[src/rocof_pkg.sv]
package rocof_pkg;

    // measured quantities: rocof_stage in mHz/s (0.001 Hz/s step), frequency in 10 mHz
    localparam int RATE_W     = 16;
    localparam int FREQ_W     = 14;
    localparam int TIME_W     = 20;   // ms, up to 1048 s
    localparam int RATIO_W    = 16;   // ratio in 0.005 p.u. steps
    localparam int STAMP_W    = 48;
    localparam int GROUP_W    = 3;

    // timing
    localparam int CLK_MHZ          = 125;
    localparam int CYCLE_MS         = 5;          // program cycle time base
    localparam int CYCLE_CLKS       = CYCLE_MS * 1000 * CLK_MHZ;
    localparam int PRETRIG_MS       = 20;
    localparam int PRETRIG_CYCLES   = PRETRIG_MS / CYCLE_MS;
    localparam int TIME_STEP_MS     = 5;          // remaining / expected time step
    localparam int RATIO_STEP_MPU   = 5;          // 0.005 p.u.

    // fixed hysteresis and defaults, mHz/s and 10 mHz
    localparam logic [RATE_W-1:0] HYST_MHZS      = 16'h0064;  // 100 mHz/s
    localparam logic [RATE_W-1:0] MAX_RATE_RST   = 16'h4e20;  // 20 Hz/s
    localparam logic [RATE_W-1:0] PICKUP_RST     = 16'h00c8;  // 0.2 Hz/s
    localparam logic [FREQ_W-1:0] F_UNDER_RST    = 14'h1383;  // 49.95 Hz
    localparam logic [FREQ_W-1:0] F_OVER_RST     = 14'h13ec;  // 51 Hz

    // record store
    localparam int REC_DEPTH = 12;
    localparam int REC_PTR_W = 4;
    localparam int CNT_W     = 16;

    typedef enum logic [1:0]
    {
        COND_NORMAL  = 2'b00,
        COND_STARTED = 2'b01,
        COND_TRIPPED = 2'b10,
        COND_BLOCKED = 2'b11
    } cond_e;

    typedef enum logic [1:0]
    {
        MODE_RISING  = 2'b00,
        MODE_FALLING = 2'b01,
        MODE_BOTH    = 2'b10
    } mode_e;

    // event kinds: start/trip/blocked, on/off
    typedef enum logic [2:0]
    {
        EV_START_ON  = 3'b000,
        EV_START_OFF = 3'b001,
        EV_TRIP_ON   = 3'b010,
        EV_TRIP_OFF  = 3'b011,
        EV_BLK_ON    = 3'b100,
        EV_BLK_OFF   = 3'b101
    } event_e;

    // event mask: bit0 on events, bit1 off events
    typedef struct packed
    {
        logic [7:0]         tag;
        event_e             kind;
        logic [STAMP_W-1:0] stamp;
    } event_s;

    typedef struct packed
    {
        logic [STAMP_W-1:0]      stamp;
        event_e                  kind;
        logic signed [RATE_W:0]  pre_rate;
        logic [FREQ_W-1:0]       pre_freq;
        logic signed [RATE_W:0]  flt_rate;
        logic [FREQ_W-1:0]       flt_freq;
        logic [GROUP_W-1:0]      group;
    } record_s;

    typedef struct packed
    {
        logic                     pickup_en;
        mode_e                    mode;
        logic                     flim_en;
        logic [RATE_W-1:0]        pickup;
        logic [FREQ_W-1:0]        f_under;
        logic [FREQ_W-1:0]        f_over;
        logic [RATE_W-1:0]        max_rate;
        logic [TIME_W-1:0]        delay_ms;
        logic [GROUP_W-1:0]       group;
    } config_s;

endpackage

[src/rocof_stage.sv]
`timescale 1ns/1ps
`default_nettype none

// Operation
// publish present rocof_stage as read-only value, 0.001 Hz/s resolution.
// condition is one of normal, started, tripped, blocked.
// publish measured/pick-up ratio in 0.005 p.u. steps.
// publish expected operating time, 5 ms resolution.
// publish signed remaining time counting down toward trip.
// sample the blocking input at the start of each program cycle.
// pick-up without blocking asserts start and begins operate timing.
// pick-up with blocking asserts blocked, never start or trip.
// blocking after start clears start and runs release as on drop-out.
// blocking source must assert it 5 ms before the delay expires.
// each start/trip/blocked change makes on or off event with tag.
// user mask selects on events, off events or both for forwarding.
// every event carries a time stamp.
// separate clearable counters for start, trip and blocked.
// circular store of twelve most recent records, oldest overwritten.
// record holds stamp, event, pre-trigger and fault rocof_stage, frequency, group.
// start, trip and blocked are plain binary outputs.
// pick up above setting, release 100 mHz/s below it.
// mode restricts tripping to rising, falling or both; default rising.
// with limits on, trip only below under- or above over-frequency limit.
// held blocked while rocof_stage exceeds maximum allowed rate.
// definite delay counts program cycles while started, trips at setting.
module rocof_stage
#(
    parameter int  CYCLE_CLKS = rocof_pkg::CYCLE_CLKS,
    parameter logic [7:0] rocof_event_tag = 8'h01  // arbitrary block identifier
)
(
    // clock and reset
    input  wire logic                                   i_clk,
    input  wire logic                                   i_rst_n,
    // frequency tracking unit
    input  wire logic signed [rocof_pkg::RATE_W:0]      i_rate,
    input  wire logic [rocof_pkg::FREQ_W-1:0]           i_freq,
    input  wire logic [rocof_pkg::STAMP_W-1:0]          i_stamp,
    // blocking matrix
    input  wire logic                                   i_block,
    // settings and counter clears (start, trip, blocked)
    input  wire rocof_pkg::config_s                     i_cfg,
    input  wire logic [1:0]                             i_ev_mask,
    input  wire logic [2:0]                             i_cnt_clr,
    // record read port
    input  wire logic [rocof_pkg::REC_PTR_W-1:0]        i_rec_idx,
    output var rocof_pkg::record_s                      o_rec,
    // status
    output logic [rocof_pkg::RATE_W:0]                  o_rate,
    output logic [1:0]                                  o_cond,
    output logic [rocof_pkg::RATIO_W-1:0]               o_ratio,
    output logic [rocof_pkg::TIME_W-1:0]                o_expect_ms,
    output logic signed [rocof_pkg::TIME_W:0]           o_remain_ms,
    // binary outputs
    output logic                                        o_start,
    output logic                                        o_trip,
    output logic                                        o_blocked,
    // event buffer
    output logic                                        o_ev_valid,
    output var rocof_pkg::event_s                       o_ev,
    // counters
    output logic [rocof_pkg::CNT_W-1:0]                 o_cnt_start,
    output logic [rocof_pkg::CNT_W-1:0]                 o_cnt_trip,
    output logic [rocof_pkg::CNT_W-1:0]                 o_cnt_blk
);

    localparam int RW = rocof_pkg::RATE_W;
    localparam int HW = 4;  // pre-trigger history depth

    typedef struct packed
    {
        logic [31:0]                    div;
        rocof_pkg::cond_e               cond;
        logic                           start;
        logic                           trip;
        logic                           blocked;
        logic [rocof_pkg::TIME_W-1:0]   elapsed;
        logic [RW:0]                    rate_out;
        logic [rocof_pkg::RATIO_W-1:0]  ratio;
        logic [rocof_pkg::TIME_W-1:0]   expect_ms;
        logic signed [rocof_pkg::TIME_W:0] remain;
        logic [HW-1:0][RW:0]            hist_rate;
        logic [HW-1:0][rocof_pkg::FREQ_W-1:0] hist_freq;
        logic [5:0]                     ev_pend;
        logic                           ev_valid;
        rocof_pkg::event_s              ev;
        logic [rocof_pkg::CNT_W-1:0]    cnt_start;
        logic [rocof_pkg::CNT_W-1:0]    cnt_trip;
        logic [rocof_pkg::CNT_W-1:0]    cnt_blk;
        logic [rocof_pkg::REC_PTR_W-1:0] wr_ptr;
        logic                           rec_we;
        rocof_pkg::record_s             rec_new;
    } state_s;

    state_s st_q;
    state_s st_d;
    rocof_pkg::record_s rec_mem [rocof_pkg::REC_DEPTH];
    rocof_pkg::record_s rec_rd_q;

    // absolute value of a signed rate
    function automatic logic [RW-1:0] mag(input logic signed [RW:0] r);
        logic [RW:0] t;
        t = r[RW] ? 17'(-r) : 17'(r);
        return t[RW-1:0];
    endfunction

    // saturating counter step
    function automatic logic [rocof_pkg::CNT_W-1:0] bump(
        input logic [rocof_pkg::CNT_W-1:0] c, input logic inc, input logic clr);
        logic [rocof_pkg::CNT_W-1:0] n;
        n = c;
        if (inc && c != '1)
            n = c + 16'h0001;
        // an occurrence in the clear cycle survives as a count of one
        if (clr)
            n = inc ? 16'h0001 : 16'h0000;
        return n;
    endfunction

    logic [RW-1:0] abs_rate;
    logic          dir_ok;
    logic          freq_ok;
    logic          over_max;
    logic          above_pu;
    logic          below_rel;
    logic          tick;
    logic [5:0]    ev_chg;
    logic [2:0]    ev_sel;

    always_comb
    begin
        abs_rate  = mag(i_rate);
        above_pu  = abs_rate > i_cfg.pickup;
        below_rel = ({1'b0, abs_rate} + {1'b0, rocof_pkg::HYST_MHZS}) < {1'b0, i_cfg.pickup};
        over_max  = abs_rate > i_cfg.max_rate;
        tick      = st_q.div == 32'(CYCLE_CLKS - 1);
        ev_chg    = '0;
        ev_sel    = '0;
        // direction filter by mode
        case (i_cfg.mode)
            rocof_pkg::MODE_RISING:  dir_ok = !i_rate[RW];
            rocof_pkg::MODE_FALLING: dir_ok = i_rate[RW];
            rocof_pkg::MODE_BOTH:    dir_ok = 1'b1;
            default:                 dir_ok = 1'b0;
        endcase
        // frequency window gate
        freq_ok = !i_cfg.flim_en || (i_freq < i_cfg.f_under) || (i_freq > i_cfg.f_over);

        st_d        = st_q;
        st_d.div    = tick ? 32'h0 : st_q.div + 32'h1;
        st_d.ev_valid = 1'b0;
        st_d.rec_we = 1'b0;

        // blocking input read only at the cycle tick
        if (tick)
        begin
            // published rocof_stage refreshed every cycle
            st_d.rate_out = i_rate;
            st_d.hist_rate = {st_q.hist_rate[HW-2:0], i_rate};
            st_d.hist_freq = {st_q.hist_freq[HW-2:0], i_freq};
            // ratio in 0.005 p.u. steps, 0 when pick-up is zero
            st_d.ratio = (i_cfg.pickup == '0) ? '0 : 16'((32'(abs_rate) * 32'd200)
                         / 32'(i_cfg.pickup));
            // expected operating time equals the definite delay
            st_d.expect_ms = i_cfg.delay_ms;

            if (!i_cfg.pickup_en)
            begin
                st_d.start   = 1'b0;
                st_d.trip    = 1'b0;
                st_d.blocked = 1'b0;
                st_d.elapsed = '0;
            end
            // R21: blocking or over-rate pick-up stays blocked only
            else if ((over_max || (i_block && above_pu && dir_ok)) && !st_q.start)
            begin
                st_d.blocked = 1'b1;
                st_d.trip    = 1'b0;
            end
            // block after start resets like a drop-out
            else if (st_q.start && (i_block || over_max || below_rel || !dir_ok))
            begin
                st_d.start   = 1'b0;
                st_d.trip    = 1'b0;
                st_d.elapsed = '0;
                st_d.blocked = i_block || over_max;
            end
            // pick-up without block starts timing
            else if (!st_q.start && above_pu && dir_ok)
            begin
                st_d.start   = 1'b1;
                st_d.blocked = 1'b0;
                st_d.elapsed = '0;
            end
            // blocked clears when pick-up releases
            else if (!st_q.start && below_rel)
                st_d.blocked = 1'b0;

            // definite delay advances one cycle step
            if (st_q.start && st_d.start)
            begin
                if (st_q.elapsed < i_cfg.delay_ms)
                    st_d.elapsed = st_q.elapsed + 20'(rocof_pkg::CYCLE_MS);
                // trip allowed only outside frequency window
                if (st_d.elapsed >= i_cfg.delay_ms && freq_ok)
                    st_d.trip = 1'b1;
            end
            // signed remaining time
            st_d.remain = st_d.start ? (21'(i_cfg.delay_ms) - 21'(st_d.elapsed)) : 21'(0);
        end

        // one encoded condition, blocked ranks first
        st_d.cond = st_d.blocked ? rocof_pkg::COND_BLOCKED :
                    st_d.trip    ? rocof_pkg::COND_TRIPPED :
                    st_d.start   ? rocof_pkg::COND_STARTED : rocof_pkg::COND_NORMAL;

        // on/off change detection, one bit per event kind
        ev_chg = { !st_d.blocked &&  st_q.blocked,  st_d.blocked && !st_q.blocked,
                   !st_d.trip    &&  st_q.trip,     st_d.trip    && !st_q.trip,
                   !st_d.start   &&  st_q.start,    st_d.start   && !st_q.start };
        // mask keeps on (even) and off (odd) kinds
        ev_chg = ev_chg & {3{i_ev_mask[1], i_ev_mask[0]}};

        // counters bump on on-transitions
        st_d.cnt_start = bump(st_q.cnt_start, ev_chg[0] | (st_d.start & !st_q.start), i_cnt_clr[0]);
        st_d.cnt_trip  = bump(st_q.cnt_trip,  st_d.trip & !st_q.trip,       i_cnt_clr[1]);
        st_d.cnt_blk   = bump(st_q.cnt_blk,   st_d.blocked & !st_q.blocked, i_cnt_clr[2]);

        // R16: record on start, trip or blocked on
        if ((st_d.start & !st_q.start) | (st_d.trip & !st_q.trip) | (st_d.blocked & !st_q.blocked))
        begin
            st_d.rec_we           = 1'b1;
            st_d.rec_new.stamp    = i_stamp;
            st_d.rec_new.kind     = (st_d.trip & !st_q.trip) ? rocof_pkg::EV_TRIP_ON :
                                    (st_d.start & !st_q.start) ? rocof_pkg::EV_START_ON :
                                    rocof_pkg::EV_BLK_ON;
            st_d.rec_new.pre_rate = st_q.hist_rate[rocof_pkg::PRETRIG_CYCLES-1];
            st_d.rec_new.pre_freq = st_q.hist_freq[rocof_pkg::PRETRIG_CYCLES-1];
            st_d.rec_new.flt_rate = i_rate;
            st_d.rec_new.flt_freq = i_freq;
            st_d.rec_new.group    = i_cfg.group;
        end
        if (st_q.rec_we)
            st_d.wr_ptr = (st_q.wr_ptr == 4'(rocof_pkg::REC_DEPTH - 1)) ? '0
                          : st_q.wr_ptr + 4'h1;

        // pending events drained one per clock; a new change never erases one
        st_d.ev_pend = st_q.ev_pend | ev_chg;
        for (int k = 5; k >= 0; k--)
            if (st_q.ev_pend[k])
                ev_sel = 3'(k);
        if (st_q.ev_pend != '0)
        begin
            // R11: stamped event with block tag
            st_d.ev_valid    = 1'b1;
            st_d.ev.tag      = rocof_event_tag;
            st_d.ev.kind     = rocof_pkg::event_e'(ev_sel);
            st_d.ev.stamp    = i_stamp;
            st_d.ev_pend[ev_sel] = ev_chg[ev_sel];
        end
    end

    // state register
    always_ff @(posedge i_clk or negedge i_rst_n)
    begin
        if (!i_rst_n)
            st_q <= '0;
        else
            st_q <= st_d;
    end

    // record ring: array written one word a time, read registered
    always_ff @(posedge i_clk)
    begin
        if (st_q.rec_we)
            rec_mem[st_q.wr_ptr] <= st_q.rec_new;
    end

    always_ff @(posedge i_clk or negedge i_rst_n)
    begin
        if (!i_rst_n)
            rec_rd_q <= '0;
        else if (i_rec_idx < 4'(rocof_pkg::REC_DEPTH))
            rec_rd_q <= rec_mem[i_rec_idx];
        else
            rec_rd_q <= '0;
    end

    // R17: outputs straight from state flops
    assign o_cond      = st_q.cond;
    assign o_start     = st_q.start;
    assign o_trip      = st_q.trip;
    assign o_blocked   = st_q.blocked;
    assign o_rate      = st_q.rate_out;
    assign o_ratio     = st_q.ratio;
    assign o_expect_ms = st_q.expect_ms;
    assign o_remain_ms = st_q.remain;
    assign o_ev_valid  = st_q.ev_valid;
    assign o_ev        = st_q.ev;
    assign o_cnt_start = st_q.cnt_start;
    assign o_cnt_trip  = st_q.cnt_trip;
    assign o_cnt_blk   = st_q.cnt_blk;
    assign o_rec       = rec_rd_q;

    // assertions
    AST_TRIP_NEEDS_START: assert property (@(posedge i_clk) disable iff (!i_rst_n)
        st_q.trip |-> st_q.start) else $error("trip without start");
    AST_BLOCK_EXCLUSIVE: assert property (@(posedge i_clk) disable iff (!i_rst_n)
        st_q.blocked |-> !st_q.trip) else $error("blocked and tripped");
    AST_START_ON_TICK: assert property (@(posedge i_clk) disable iff (!i_rst_n)
        $rose(st_q.start) |-> $past(tick)) else $error("start off cycle");
    AST_NO_START_BLOCKED: assert property (@(posedge i_clk) disable iff (!i_rst_n)
        (tick && i_block && !st_q.start) |=> !st_q.start) else $error("started under block");
    AST_BLOCK_DROPS: assert property (@(posedge i_clk) disable iff (!i_rst_n)
        (tick && i_block && st_q.start && i_cfg.pickup_en) |=> !st_q.start)
        else $error("start kept under block");
    AST_EVENT_AFTER_TRIP: assert property (@(posedge i_clk) disable iff (!i_rst_n)
        ($rose(st_q.trip) && i_ev_mask[0]) |-> ##[0:6] (o_ev_valid && o_ev.kind == rocof_pkg::EV_TRIP_ON))
        else $error("trip on event missing");
    AST_MASK_OFF: assert property (@(posedge i_clk) disable iff (!i_rst_n)
        (i_ev_mask == 2'b00 && st_q.ev_pend == '0) |=> !o_ev_valid) else $error("masked event sent");
    AST_TAGGED: assert property (@(posedge i_clk) disable iff (!i_rst_n)
        o_ev_valid |-> o_ev.tag == rocof_event_tag) else $error("bad event tag");
    AST_PTR_RANGE: assert property (@(posedge i_clk) disable iff (!i_rst_n)
        st_q.wr_ptr < 4'(rocof_pkg::REC_DEPTH)) else $error("record pointer out of range");
    AST_CNT_TRIP: assert property (@(posedge i_clk) disable iff (!i_rst_n)
        ($rose(st_q.trip) && !$past(i_cnt_clr[1]) && $past(st_q.cnt_trip) != '1)
        |-> st_q.cnt_trip == $past(st_q.cnt_trip) + 16'h1) else $error("trip count missed");
    AST_OVER_MAX: assert property (@(posedge i_clk) disable iff (!i_rst_n)
        (tick && over_max && i_cfg.pickup_en) |=> (st_q.blocked && !st_q.start))
        else $error("over-rate not blocked");

    COV_TRIP:    cover property (@(posedge i_clk) disable iff (!i_rst_n) $rose(st_q.trip));
    COV_BLOCK:   cover property (@(posedge i_clk) disable iff (!i_rst_n) $rose(st_q.blocked));
    COV_RELEASE: cover property (@(posedge i_clk) disable iff (!i_rst_n) $fell(st_q.start));
    COV_OVERMAX: cover property (@(posedge i_clk) disable iff (!i_rst_n) tick && over_max);
    COV_WRAP:    cover property (@(posedge i_clk) disable iff (!i_rst_n)
        st_q.rec_we && st_q.wr_ptr == 4'(rocof_pkg::REC_DEPTH - 1));

endmodule

`default_nettype wire

[config.mk]
export PLATFORM = sky130hd
export DESIGN_NAME = rocof_stage
export DESIGN_NICKNAME = d
export VERILOG_FILES = /design/src/rocof_pkg.sv /design/src/rocof_stage.sv
export SDC_FILE = /design/constraint.sdc
export NUM_CORES = 2
export LEC_CHECK = 0
export CAP_MARGIN = 15
export CORE_UTILIZATION = 54
export DETAILED_ROUTE_END_ITERATION = 16
export DONT_BUFFER_PORTS = 1
export PLACE_DENSITY = 0.73
export SLEW_MARGIN = 20
export SYNTH_ARGS = -nofsm -noshare
export SYNTH_HDL_FRONTEND = slang
export SYNTH_SLANG_ARGS = --single-unit
[constraint.sdc]
create_clock -name i_clk -period 9.1 [get_ports i_clk]
set_input_delay 0.455 -clock i_clk [delete_from_list [all_inputs] [get_ports i_clk]]
set_output_delay 0.455 -clock i_clk [all_outputs]
set_load 0.02 [all_outputs]
==> results_dict.tcl <==
set metrics [dict create \
    status "complete, but fails checks" \
    failed_checks "negative setup slack" \
    use_met3_pct 5.444 \
    grt_use_met2_pct 58.32 \
    wire_per_inst_um 26.26 \
    rows 160 \
    grt_pass1_vias 81460 \
    hold_class "in -> reg" \
    synth_ff_type "edfxtp_1" \
    coreArea_sq_um 190200 \
    totalWireLength_um 342800 \
    syn_area_sq_um 103500 \
    tightest_slew_ns 1.299 \
    max_cap_viol_count 0 \
    path_buf_inv 161 \
    die-area_sq_um 193300 \
    io_pins 481 \
    gp_congestion 0.9724 \
    finClkSkew_ns 0.09944 \
    end_kind "flop" \
    tns_ns -701.60 \
    clkLatencyLatePin_ns 0.90 \
    grt_max_degree 581 \
    synth_area_per_cell_sq_um 12.59 \
    crit_type "in -> reg" \
    crit_required_ns 9.82 \
    cp_top_family "compound AO/OA/AOI/OAI gates" \
    clock-sinks 1960 \
    vias_per_cell 6.128 \
    setup_ws_ns -69.39 \
    rsz0062_at_grt "yes" \
    fin_crit_sh_pct 862.6 \
    finalSetupViolCount 36 \
    synth_seq_cells 1960 \
    numCtsBuffers 187 \
    crit_fanout 8 \
    grt-ovfl-total 0 \
    tritoncts "done" \
    cts_buffer_depth 3 \
    ant_nets 0 \
    rrSetupSlack_ns 0.17 \
    vias 79980 \
    seq_area_frac_synth_pct 54.09 \
    root_buffer "clkbuf_16" \
    grt_pass1_wl_um 497600 \
    drt_iter0_drc 7470 \
    drc 0 \
    initial_core_util_pct 54.40 \
    numPortBuffers 0 \
    timing.final.crit_period_ns 78.49 \
    syn_to_final_growth_pct 28.80 \
    dp_hpwl_um 196300 \
    grt_antenna_before_repair 13 \
    synth_cells 8220 \
    slowest_stage "fa_1" \
    die_width_um 439.7 \
    use_met1_pct 40.50 \
    post-place-ws_ns -71.63 \
    grt_usage_pct 34.21 \
    hold_viol_final 0 \
    slowest_delay_ns 0.52 \
    drtPass1Iterations 6 \
    worst_path_most_repeated_cell "buf_4" \
    layout-drive-gt1-share_pct 36.32 \
    ys_types 141 \
    crit_arrival_ns 79.21 \
    slew_viol_final 0 \
    synth_edf_count 1380 \
    path_clk_slew_ns 0.07 \
    relSlewSlack_pct 13.37 \
    cp-start-kind "input pin" \
    max_freq_mhz 12.74 \
    die_height_um 439.7 \
    grt-busiest-layer "met2" \
    yosysWarnings 0 \
    synth_async_sr_flop_share_pct 29.59 \
    layout.nets 11130 \
    htree_levels 4 \
]
[worst paths after layout]
| path | startpoint | endpoint | cells after the start |
|---|---|---|---|
| max in group asynchronous | i_rst_n | o_remain_ms[1] | 5 |
| min reg2reg | st_q[256] | st_q[270] | 2 |
| min in group asynchronous | i_rst_n | o_rec[60] | 2 |
| max | i_rate[0] | o_ratio[0] | 467 |
| min | i_rec_idx[2] | o_rec[21] | 1 |
| max reg2reg | st_q[434] | st_q[69] | 60 |
[metrics by stage]
stage / std cells / hold WS, ns / utilization [%] / cell area (sq um)
after floorplan: 8231 / 0.1594 / - / 105300
after global placement: 11960 / 0.1810 / 62.11 / 118100
after detailed placement: 11960 / 0.1797 / 62.11 / 118100
after CTS: 12850 / -0.7569 / 68.45 / 130200
after global routing: 13050 / -0.07428 / 70.06 / 133200
final: 13050 / 0.009651 / 70.06 / 133200
[Yosys cell counts, types with 13 or more instances]
| cell | n | area, sq um |
|---|---|---|
| inv_1 | 226 | 848.3 |
| o211ai_1 | 37 | 277.8 |
| o31a_1 | 15 | 131.4 |
| mux4_2 | 345 | 7770 |
| nand2_1 | 950 | 3566 |
| nor2b_1 | 62 | 387.9 |
| a32oi_1 | 14 | 122.6 |
| a21o_1 | 138 | 1036 |
| and3_1 | 55 | 344.1 |
| clkbuf_1 | 193 | 724.4 |
| xnor2_1 | 203 | 1778 |
| mux2_2 | 242 | 2725 |
| edfxtp_1 | 1380 | 41440 |
| and2_1 | 58 | 362.9 |
| nor3_1 | 242 | 1211 |
| a21boi_0 | 13 | 97.59 |
| a31oi_1 | 44 | 275.3 |
| o21ai_0 | 443 | 2217 |
| buf_2 | 17 | 85.08 |
| nand4_1 | 57 | 356.6 |
| o2111ai_1 | 14 | 122.6 |
| a31o_2 | 13 | 113.9 |
| nand3_1 | 115 | 575.6 |
| xor2_1 | 130 | 1139 |
| a211oi_1 | 33 | 247.7 |
| buf_4 | 192 | 1441 |
| a21oi_1 | 291 | 1456 |
| buf_1 | 61 | 229.0 |
| o21bai_1 | 13 | 97.59 |
| or2_2 | 61 | 381.6 |
| o21a_1 | 205 | 1539 |
| nor2_1 | 434 | 1629 |
| nand2b_1 | 87 | 544.3 |
| o31ai_1 | 100 | 750.7 |
| and4_1 | 14 | 122.6 |
| dfrtp_1 | 580 | 14510 |
| mux2i_1 | 147 | 1471 |
| nor4_1 | 24 | 150.1 |
| nor3b_1 | 17 | 127.6 |
| ha_1 | 580 | 7257 |
| o211a_1 | 14 | 140.1 |
| or3_1 | 52 | 325.3 |
[cells by family (layout without fill, tap and decap cells)]
family,Yosys count,after routing,share of synthesized area (%)
and+or+nand+nor,2308,2309,10.57
buffers and inverters,693,2988,3.250
muxes,749,749,11.78
adders and majority gates,592,592,7.228
AOI/OAI and AO/OA,1583,1584,10.24
xor gates and xnor gates,334,334,2.835
DFF,1960,1960,54.09
other,1,25,0.003625
[worst reg2reg max path: cells and delay by family (launching register included)]
kind / cells / cell delay [ns]
buffers and inverters: 1 / 0.29
flip-flops: 1 / 0.45
multiplexers: 2 / 0.76
AO/OA/AOI/OAI: 29 / 4.25
AND/OR/NAND/NOR: 26 / 2.47
adder cells (fa/ha/maj): 2 / 0.56
[metal layers]
| layer | up-vias | wire (um) |
|---|---|---|
| met1 | 40000 | 125900 |
| li1 | 35120 | - |
| met2 | 3811 | 169500 |
| met4 | 2 | 24480 |
| met5 | - | 35 |
| met3 | 1050 | 22910 |
[state kept, by name, indices dropped and copies added (netlist names)]
register	count
o_remain_ms	21
rec_mem	1380
o_cnt_start	16
o_ev_valid	1
o_ratio	16
o_cnt_trip	16
o_start	1
o_ev	52
o_trip	1
st_q	302
o_cond	2
o_expect_ms	20
o_blocked	1
o_cnt_blk	16
o_rec	115
[cell type report]
type | instances | area [sq um]
repair buffers | 2406 | 19120
fillers | 12600 | 56930
diodes | 13 | 32.53
flip-flops and latches | 1960 | 55950
multi-input cells | 5580 | 47560
clock buffers | 259 | 5324
inverters | 227 | 858.3
clock inverters | 96 | 1254
well taps | 2511 | 3142
[repair_timing]
item,in CTS,in global routing
pin swaps,182,176
endpoints found under the setup margin,142,159
gates resized for setup,217,296
hold buffers,119,3
hold endpoints to repair,944,127
buffers inserted,417,181
cloned,4,6
[layout by cell type, fill, tap and decap left out, drive strengths merged, types with 65 or more instances in the layout]
cell type and count:
a21o 138, a21oi 296, buf 2282, clkbuf 264
clkinv 65, dfrtp 580, dlygate4sd3 119, edfxtp 1380
ha 580, inv 236, mux2 256, mux2i 148
mux4 345, nand2 950, nand2b 87, nand3 117
nor2 435, nor3 249, o21a 205, o21ai 458
o31ai 104, or2 71, xnor2 204, xor2 130
Power is left out: the tool's default activity adds up to more than one toggle a clock period on the data nets, which glitch-free logic cannot reach.
